--- src/verilog/ldcfg_pkg.sv ---
package ldcfg_pkg;

	localparam int NUM_LDN = 8;

	// logical device numbers
	localparam logic [7:0] LDN_FLOPPY   = 8'h00;
	localparam logic [7:0] LDN_PARALLEL = 8'h03;
	localparam logic [7:0] LDN_SERIAL1  = 8'h04;
	localparam logic [7:0] LDN_SERIAL2  = 8'h05;
	localparam logic [7:0] LDN_RTC      = 8'h06;
	localparam logic [7:0] LDN_KBD      = 8'h07;

	// slot indices
	localparam logic [7:0] SLOT_ACTIVATE = 8'h30;
	localparam logic [7:0] SLOT_BASE_HI  = 8'h60;
	localparam logic [7:0] SLOT_BASE_LO  = 8'h61;
	localparam logic [7:0] SLOT_IR_HI    = 8'h62;
	localparam logic [7:0] SLOT_IR_LO    = 8'h63;
	localparam logic [7:0] SLOT_IRQ      = 8'h70;
	localparam logic [7:0] SLOT_DMA      = 8'h74;
	localparam logic [7:0] RUN_SLOT_LO   = 8'h82;
	localparam logic [7:0] RUN_SLOT_HI   = 8'h9A;

	// field positions and widths
	localparam int ACT_BIT   = 0;
	localparam int IRQ_W     = 4;
	localparam int DMA_W     = 3;
	localparam int DMA_NONE_BIT = 2;

	// relocatable base limits
	localparam logic [15:0] BASE_MIN    = 16'h0100;
	localparam logic [15:0] BASE_MAX8   = 16'h0FF8;
	localparam logic [15:0] BASE_MAX4   = 16'h0FFC;

	// fixed ports
	localparam logic [15:0] RTC_ADDR0   = 16'h0070;
	localparam logic [15:0] RTC_DATA    = 16'h0071;
	localparam logic [15:0] RTC_ADDR1   = 16'h0074;
	localparam logic [15:0] KBD_DATA    = 16'h0060;
	localparam logic [15:0] KBD_CMD     = 16'h0064;

	// values after reset
	localparam logic [7:0]       RST_BYTE = 8'h00;
	localparam logic [IRQ_W-1:0] RST_IRQ  = 4'h0;
	localparam logic [DMA_W-1:0] RST_DMA  = 3'h4;

	typedef struct packed {
		logic        strobe;
		logic [15:0] addr;
	} isa_req_s;

endpackage : ldcfg_pkg

--- src/verilog/logical_device_config_bank.sv ---
`timescale 1ns/100ps

module logical_device_config_bank (
	input  wire logic               I_REF_CLK,
	input  wire logic               I_NRST,
	input  wire logic               I_CONFIG_STATE,
	input  wire logic [7:0]         I_LDN_SELECT,
	input  wire logic               I_INDEX_WR,
	input  wire logic               I_DATA_WR,
	input  wire logic               I_DATA_RD,
	input  wire logic [7:0]         I_WDATA,
	input  wire ldcfg_pkg::isa_req_s I_ISA,
	output logic      [7:0]         O_RDATA,
	output logic                    O_RDATA_VALID,
	output logic      [7:0]         O_DEV_ACTIVE,
	output logic      [7:0]         O_DEV_HIT,
	output logic                    O_IR_HIT,
	output logic                    O_ZERO_WAIT_STATE_N,
	output logic                    O_EPP_ENABLE,
	output logic      [31:0]        O_IRQ_LEVEL,
	output logic      [23:0]        O_DMA_CHAN,
	output logic      [7:0]         O_DMA_VALID
);

	typedef struct packed {
		logic [7:0]                            index;
		logic [7:0]                            active;
		logic [7:0][7:0]                       base_hi;
		logic [7:0][7:0]                       base_lo;
		logic [7:0]                            ir_hi;
		logic [7:0]                            ir_lo;
		logic [7:0][ldcfg_pkg::IRQ_W-1:0]      irq;
		logic [7:0][ldcfg_pkg::DMA_W-1:0]      dma;
		logic [7:0]                            rdata;
		logic                                  rdata_valid;
		logic [7:0]                            hit;
		logic                                  ir_hit;
		logic                                  zws_n;
		logic                                  epp;
		logic [7:0]                            dma_valid;
	} bank_state_s;

	bank_state_s state;
	bank_state_s next_state;

	function automatic logic ldn_reserved(input logic [7:0] ldn);
		ldn_reserved = (ldn == 8'h01) || (ldn == 8'h02) || (ldn > 8'h07);
	endfunction : ldn_reserved

	function automatic logic has_dma(input logic [7:0] ldn);
		has_dma = (ldn == ldcfg_pkg::LDN_FLOPPY) ||
			(ldn == ldcfg_pkg::LDN_PARALLEL);
	endfunction : has_dma

	function automatic logic base_ok8(input logic [15:0] b);
		base_ok8 = (b >= ldcfg_pkg::BASE_MIN) &&
			(b <= ldcfg_pkg::BASE_MAX8) && (b[2:0] == 3'h0);
	endfunction : base_ok8

	// thirteen-bit compare (address bits 15..3) of an 8-byte window
	function automatic logic hit8(input logic [15:0] a, input logic [15:0] b);
		hit8 = base_ok8(b) && (a[15:3] == b[15:3]);
	endfunction : hit8

	function automatic logic [7:0] slot_read(input bank_state_s s,
		input logic [2:0] ldn);
		logic [7:0] v;
		v = 8'h00;
		case (s.index)
			ldcfg_pkg::SLOT_ACTIVATE: begin
				v = {7'h00, s.active[ldn]};
			end
			ldcfg_pkg::SLOT_BASE_HI: begin
				v = s.base_hi[ldn];
			end
			ldcfg_pkg::SLOT_BASE_LO: begin
				v = s.base_lo[ldn];
			end
			ldcfg_pkg::SLOT_IR_HI: begin
				if ({5'h00, ldn} == ldcfg_pkg::LDN_SERIAL2) begin
					v = s.ir_hi;
				end
			end
			ldcfg_pkg::SLOT_IR_LO: begin
				if ({5'h00, ldn} == ldcfg_pkg::LDN_SERIAL2) begin
					v = s.ir_lo;
				end
			end
			ldcfg_pkg::SLOT_IRQ: begin
				v = {4'h0, s.irq[ldn]};
			end
			ldcfg_pkg::SLOT_DMA: begin
				if (has_dma({5'h00, ldn})) begin
					v = {5'h00, s.dma[ldn]};
				end
			end
			// every other slot is unimplemented and reads zero
			default: begin
				v = 8'h00;
			end
		endcase
		slot_read = v;
	endfunction : slot_read

	logic [2:0]  ldn;
	logic        reserved;
	logic        run_window;
	logic        access_ok;
	logic [15:0] par_base;
	logic [15:0] dev_base;
	logic [15:0] ir_base;
	logic [15:0] epp_base;
	logic        par_hit;
	logic        rtc_hit;
	logic        kbd_hit;
	logic        any_hit;

	always_comb begin
		ldn        = I_LDN_SELECT[2:0];
		reserved   = ldn_reserved(I_LDN_SELECT);
		run_window = (I_LDN_SELECT == ldcfg_pkg::LDN_KBD) &&
			(state.index >= ldcfg_pkg::RUN_SLOT_LO) &&
			(state.index <= ldcfg_pkg::RUN_SLOT_HI);
		access_ok  = !reserved &&
			(I_CONFIG_STATE || run_window);

		next_state             = state;
		next_state.rdata_valid = 1'b0;

		// index write selects the slot for later data accesses
		if (I_INDEX_WR) begin
			next_state.index = I_WDATA;
		end

		if (I_DATA_WR && access_ok) begin
			case (state.index)
				ldcfg_pkg::SLOT_ACTIVATE: begin
					// reserved upper bits are simply not stored
					next_state.active[ldn] =
						I_WDATA[ldcfg_pkg::ACT_BIT];
				end
				ldcfg_pkg::SLOT_BASE_HI: begin
					next_state.base_hi[ldn] = I_WDATA;
				end
				ldcfg_pkg::SLOT_BASE_LO: begin
					next_state.base_lo[ldn] = I_WDATA;
				end
				ldcfg_pkg::SLOT_IR_HI: begin
					if (I_LDN_SELECT == ldcfg_pkg::LDN_SERIAL2) begin
						next_state.ir_hi = I_WDATA;
					end
				end
				ldcfg_pkg::SLOT_IR_LO: begin
					if (I_LDN_SELECT == ldcfg_pkg::LDN_SERIAL2) begin
						next_state.ir_lo = I_WDATA;
					end
				end
				ldcfg_pkg::SLOT_IRQ: begin
					next_state.irq[ldn] =
						I_WDATA[ldcfg_pkg::IRQ_W-1:0];
				end
				ldcfg_pkg::SLOT_DMA: begin
					if (has_dma(I_LDN_SELECT)) begin
						next_state.dma[ldn] =
							I_WDATA[ldcfg_pkg::DMA_W-1:0];
					end
				end
				default: begin
					next_state.index = next_state.index;
				end
			endcase
		end

		// a refused read still answers, with zero
		if (I_DATA_RD) begin
			next_state.rdata_valid = 1'b1;
			next_state.rdata = access_ok ?
				slot_read(state, ldn) : 8'h00;
		end

		// channel codes 4..7 leave the device without DMA
		// taken from the next field so valid moves with the channel
		for (int i = 0; i < ldcfg_pkg::NUM_LDN; i++) begin
			next_state.dma_valid[i] = has_dma(8'(i)) &&
				!next_state.dma[i][ldcfg_pkg::DMA_NONE_BIT];
		end

		// isa decode, registered so outputs come from flops
		par_base = {state.base_hi[ldcfg_pkg::LDN_PARALLEL[2:0]],
			state.base_lo[ldcfg_pkg::LDN_PARALLEL[2:0]]};
		ir_base  = {state.ir_hi, state.ir_lo};
		next_state.hit = 8'h00;
		for (int i = 0; i < ldcfg_pkg::NUM_LDN; i++) begin
			dev_base = {state.base_hi[i], state.base_lo[i]};
			if (i == 0 || i == 4 || i == 5) begin
				next_state.hit[i] = I_ISA.strobe && state.active[i] &&
					hit8(I_ISA.addr, dev_base);
			end
		end

		// a 4-aligned parallel base only spans four ports
		if (par_base[2]) begin
			par_hit = (par_base >= ldcfg_pkg::BASE_MIN) &&
				(par_base <= ldcfg_pkg::BASE_MAX4) &&
				(I_ISA.addr[15:2] == par_base[15:2]);
		end else begin
			par_hit = hit8(I_ISA.addr, par_base);
		end
		next_state.hit[ldcfg_pkg::LDN_PARALLEL[2:0]] = I_ISA.strobe &&
			state.active[ldcfg_pkg::LDN_PARALLEL[2:0]] && par_hit;
		// mode flag follows the written base in the same edge as active
		epp_base = {next_state.base_hi[ldcfg_pkg::LDN_PARALLEL[2:0]],
			next_state.base_lo[ldcfg_pkg::LDN_PARALLEL[2:0]]};
		next_state.epp = next_state.active[ldcfg_pkg::LDN_PARALLEL[2:0]] &&
			base_ok8(epp_base);

		rtc_hit = (I_ISA.addr == ldcfg_pkg::RTC_ADDR0) ||
			(I_ISA.addr == ldcfg_pkg::RTC_DATA) ||
			(I_ISA.addr == ldcfg_pkg::RTC_ADDR1);
		kbd_hit = (I_ISA.addr == ldcfg_pkg::KBD_DATA) ||
			(I_ISA.addr == ldcfg_pkg::KBD_CMD);
		next_state.hit[ldcfg_pkg::LDN_RTC[2:0]] = I_ISA.strobe &&
			state.active[ldcfg_pkg::LDN_RTC[2:0]] && rtc_hit;
		next_state.hit[ldcfg_pkg::LDN_KBD[2:0]] = I_ISA.strobe &&
			state.active[ldcfg_pkg::LDN_KBD[2:0]] && kbd_hit;

		next_state.ir_hit = I_ISA.strobe &&
			state.active[ldcfg_pkg::LDN_SERIAL2[2:0]] &&
			hit8(I_ISA.addr, ir_base);

		any_hit = (next_state.hit != 8'h00) || next_state.ir_hit;
		// clock data port needs the slow cycle of the cmos array
		next_state.zws_n = !(any_hit &&
			!(next_state.hit[ldcfg_pkg::LDN_RTC[2:0]] &&
			(I_ISA.addr == ldcfg_pkg::RTC_DATA)));
	end

	always_ff @(posedge I_REF_CLK or negedge I_NRST) begin
		if (!I_NRST) begin
			state.index       <= ldcfg_pkg::RST_BYTE;
			state.active      <= ldcfg_pkg::RST_BYTE;
			state.base_hi     <= '0;
			state.base_lo     <= '0;
			state.ir_hi       <= ldcfg_pkg::RST_BYTE;
			state.ir_lo       <= ldcfg_pkg::RST_BYTE;
			state.irq         <= {8{ldcfg_pkg::RST_IRQ}};
			state.dma         <= {8{ldcfg_pkg::RST_DMA}};
			state.rdata       <= ldcfg_pkg::RST_BYTE;
			state.rdata_valid <= 1'b0;
			state.hit         <= 8'h00;
			state.ir_hit      <= 1'b0;
			state.zws_n       <= 1'b1;
			state.epp         <= 1'b0;
			state.dma_valid   <= 8'h00;
		end else begin
			state <= next_state;
		end
	end

	always_comb begin
		O_RDATA             = state.rdata;
		O_RDATA_VALID       = state.rdata_valid;
		O_DEV_ACTIVE        = state.active;
		O_DEV_HIT           = state.hit;
		O_IR_HIT            = state.ir_hit;
		O_ZERO_WAIT_STATE_N = state.zws_n;
		O_EPP_ENABLE        = state.epp;
		O_IRQ_LEVEL         = state.irq;
		O_DMA_CHAN          = state.dma;
		O_DMA_VALID         = state.dma_valid;
	end

endmodule : logical_device_config_bank

--- config.mk ---
export PLATFORM = sky130hd
export DESIGN_NAME = logical_device_config_bank
export DESIGN_NICKNAME = d
export VERILOG_FILES = /design/src/verilog/ldcfg_pkg.sv /design/src/verilog/logical_device_config_bank.sv
export SDC_FILE = /design/constraint.sdc
export NUM_CORES = 1
export LEC_CHECK = 0
export ABC_AREA = 1
export BUFFER_PORTS_ARGS = -buffer_cell sky130_fd_sc_hd__buf_2
export CAP_MARGIN = 25
export CELL_PAD_IN_SITES_DETAIL_PLACEMENT = 1
export CELL_PAD_IN_SITES_GLOBAL_PLACEMENT = 2
export CORE_MARGIN = 5
export CORE_UTILIZATION = 35
export DETAILED_ROUTE_END_ITERATION = 8
export GPL_ROUTABILITY_DRIVEN = 0
export PLACE_DENSITY = 0.86
export SYNTH_ARGS = -nofsm -noshare
export SYNTH_HDL_FRONTEND = slang
export SYNTH_SLANG_ARGS = --single-unit
--- constraint.sdc ---
create_clock -name I_REF_CLK -period 2.02 [get_ports I_REF_CLK]
set_input_delay 0 -clock I_REF_CLK [delete_from_list [all_inputs] [get_ports I_REF_CLK]]
set_output_delay 0 -clock I_REF_CLK [all_outputs]
set_load 0.05 [all_outputs]
==> qor.txt <==
Clock sink total: 236
Reg area: 5920 um^2
Largest buffer count on any clock path: 3
Die height: 194 um
DP HPWL: 32600 um
Initial antenna violation count: 0
Distinct cell type count after synthesis: 40
Max rail drop VDD: 0.548 mV
Worst EP required: 2.50 ns
Die span in x: 194 um
CP startpoint kind: register
Post-route ant nets: 0
PD cells: 759 nW/um^2
Vias per cell: 5.36
Final net count: 1582
Largest net degree at the start of global routing: 64
Final Power: 10.7 mW
Total GRT Usage: 23.1%
Pre-Repair DR Iteration Count: 5
Global-route wire length before repair: 68500 um
DIE AREA: 37800 um^2
Dominant synthesized flop cell: dfrtp_1
Max-cap violations: 0
Fin crit period: 1.94 ns
Clk root buf: clkbuf_16
Via Count: 10.8k
RSZ-0062 raised after global routing: yes
Fin. Hold Viols: 0
CTS Buf Count: 27
Final cycle utilization of the critical path: 96.3%
FFs w/ async S/R, synth: 100%
Initial DRC Count: 844
Fmax: 514 MHz
Status: complete, no violations
Critical path data arrival time: 2.42 ns
Reg clk slew, reported paths: 0.06 ns
GRT overflow: 0
Type of the worst min-delay path: input port to asynchronous set/reset pin
Mapped cell area: 11900 um^2
Final worst slack: 0.0756 ns
Port bufs: 122
Cell Area, Placed: 12700 um^2
Register area share after synthesis: 49.7%
Biggest area consumer among synthesized cells: dfrtp_1
Static leakage: 6.69 nW
# fillers: 4023
Total core area: 33500 um^2
Area of the multi-input gates: 4530 um^2
Wire length on met3: 3140 um
Yosys warns: 0
Slew Limit Fails: 0
Setup CP Type: register to register
Slew HR: 56.9%
CP Capture Type: register
Finished Cell Area: 14000 um^2
# DRC: 0
Routed WL: 45000 um
Top Metal Used: met4
Final setup viols: 0
Clk_skew: 0.00980 ns
Worst Tran Pin Value: 0.645 ns
Met2 WL: 21000 um
Yosys reg bits: 236
Top-count cell post-synth: nand2_1
Number of flops mapped to enable cells by yosys: 0
Routed wire per std cell: 22.4 um
I/O pin count: 131
Cell row count: 67
Fraction of layout cells with a size suffix above 1: 18.7%
CTS tree: done
Mapped Cells: 1478
Number of global-route vias before repair: 11.2k
Area contributors post-synth: dfrtp_1 48%, nand2_1 12%, o21ai_0 6.2%
Top-area cell type share of the netlist area: 47.8%
Number of diodes: 0
Critical path peak fanout: 5
Placement Setup Slack: 0.00498 ns
H-tree depth: 1
Initial Util: 35.5%
Metal1 wirelength: 19500 um
Synth Area per Inst: 8.05 um^2
Worst-skew pair later-pin latency: 0.54 ns
Area growth syn-to-layout: 18.1%
Total negative slack: 0 ns
Fin util: 41.9%
Most common library cells after synthesis: 384 x nand2_1, 227 x dfrtp_1, 147 x o21ai_0
## logic make-up after synthesis
logic type	synth area share [%]
buffers and inverters	13.1
AO/OA/AOI/OAI	14.5
XOR/XNOR	0.663
flip-flops	49.7
other	0.0315
AND/OR/NAND/NOR	22.0
## timing repair
item	4_1_cts	5_1_grt
endpoints found under the hold margin	293	0
endpoints found under the setup margin	0	119
gates resized for setup	0	31
hold buffers	30	0
setup buffers	0	7
## cell type report
| cell class | instances | area share (%) |
|---|---|---|
| repair buffers | 229 | 11.9 |
| multi-input cells | 926 | 32.3 |
| clock buffers | 46 | 6.10 |
| clock inverters | 3 | 0.303 |
| well taps | 448 | 3.99 |
| flip-flops and latches | 236 | 42.1 |
| inverters | 123 | 3.34 |
## path summary, 6_finish.rpt
path / end / cells after the start / from / slack, ns
worst min-delay path: O_IRQ_LEVEL[7] / 3 / I_NRST / 0.06
min in group I_REF_CLK: par_base[14] / 6 / I_CONFIG_STATE / 0.07
worst max register to register: O_RDATA[2] / 11 / state[243] / 0.08
worst max-delay path: O_RDATA[2] / 11 / state[243] / 0.08
max in group asynchronous: state[237] / 3 / I_NRST / 1.38
worst min register to register: O_DMA_CHAN[23] / 0 / O_DMA_CHAN[23] / 0.36
## metrics by stage
| step | cells | hold WS [ns] |
|---|---|---|
| finish | 2011 | 0.0593 |
| floorplan | 1485 | -0.296 |
| CTS | 2003 | 0.0210 |
| detailed placement | 1924 | -0.114 |
| global placement | 1924 | -0.118 |
| global route | 2011 | 0.0375 |
## per-layer routing
metal  track usage (%)  vias to the layer above
met3              4.38                      101
met2              37.7                      411
met1              31.4                     5363
li1                  -                     4895
met5                 0                        -
met4              6.88                        0
## worst max-delay path: stages (launching register included)
cell and delay (ns):
dfrtp_1 0.41, nor2_1 0.16, nand2_1 0.12, nor2_2 0.25, inv_1 0.07, nor2_1 0.17
buf_4 0.17, nand3_1 0.08, nand2_1 0.11, o21ai_0 0.12, buf_4 0.17, nand2_1 0.05
## state kept, by name, indices dropped and copies added, names as in the netlist
signal,count
state,104
O_IRQ_LEVEL,32
O_DMA_CHAN,24
dev_base,16
ir_base,16
par_base,16
O_DEV_ACTIVE,8
O_RDATA,8
O_DEV_HIT,6
O_DMA_VALID,2
O_EPP_ENABLE,1
O_IR_HIT,1
O_RDATA_VALID,1
O_ZERO_WAIT_STATE_N,1
## cell usage in the layout, fill, tap and decap left out, types with 45 or more instances in the layout
master	count
nand2_1	383
dfrtp_1	226
o21ai_0	147
buf_2	121
inv_1	113
nor2_1	84
buf_4	62
nand3_1	48
nand4_1	45
a21oi_1	45
## power by group
group | internal (mW) | switching (mW)
registers | 4.76 | 0.0274
logic | 0.243 | 0.652
clock network | 2.98 | 2.00
total | 7.98 | 2.68
No activity file was read; power rests on OpenSTA's default activity.
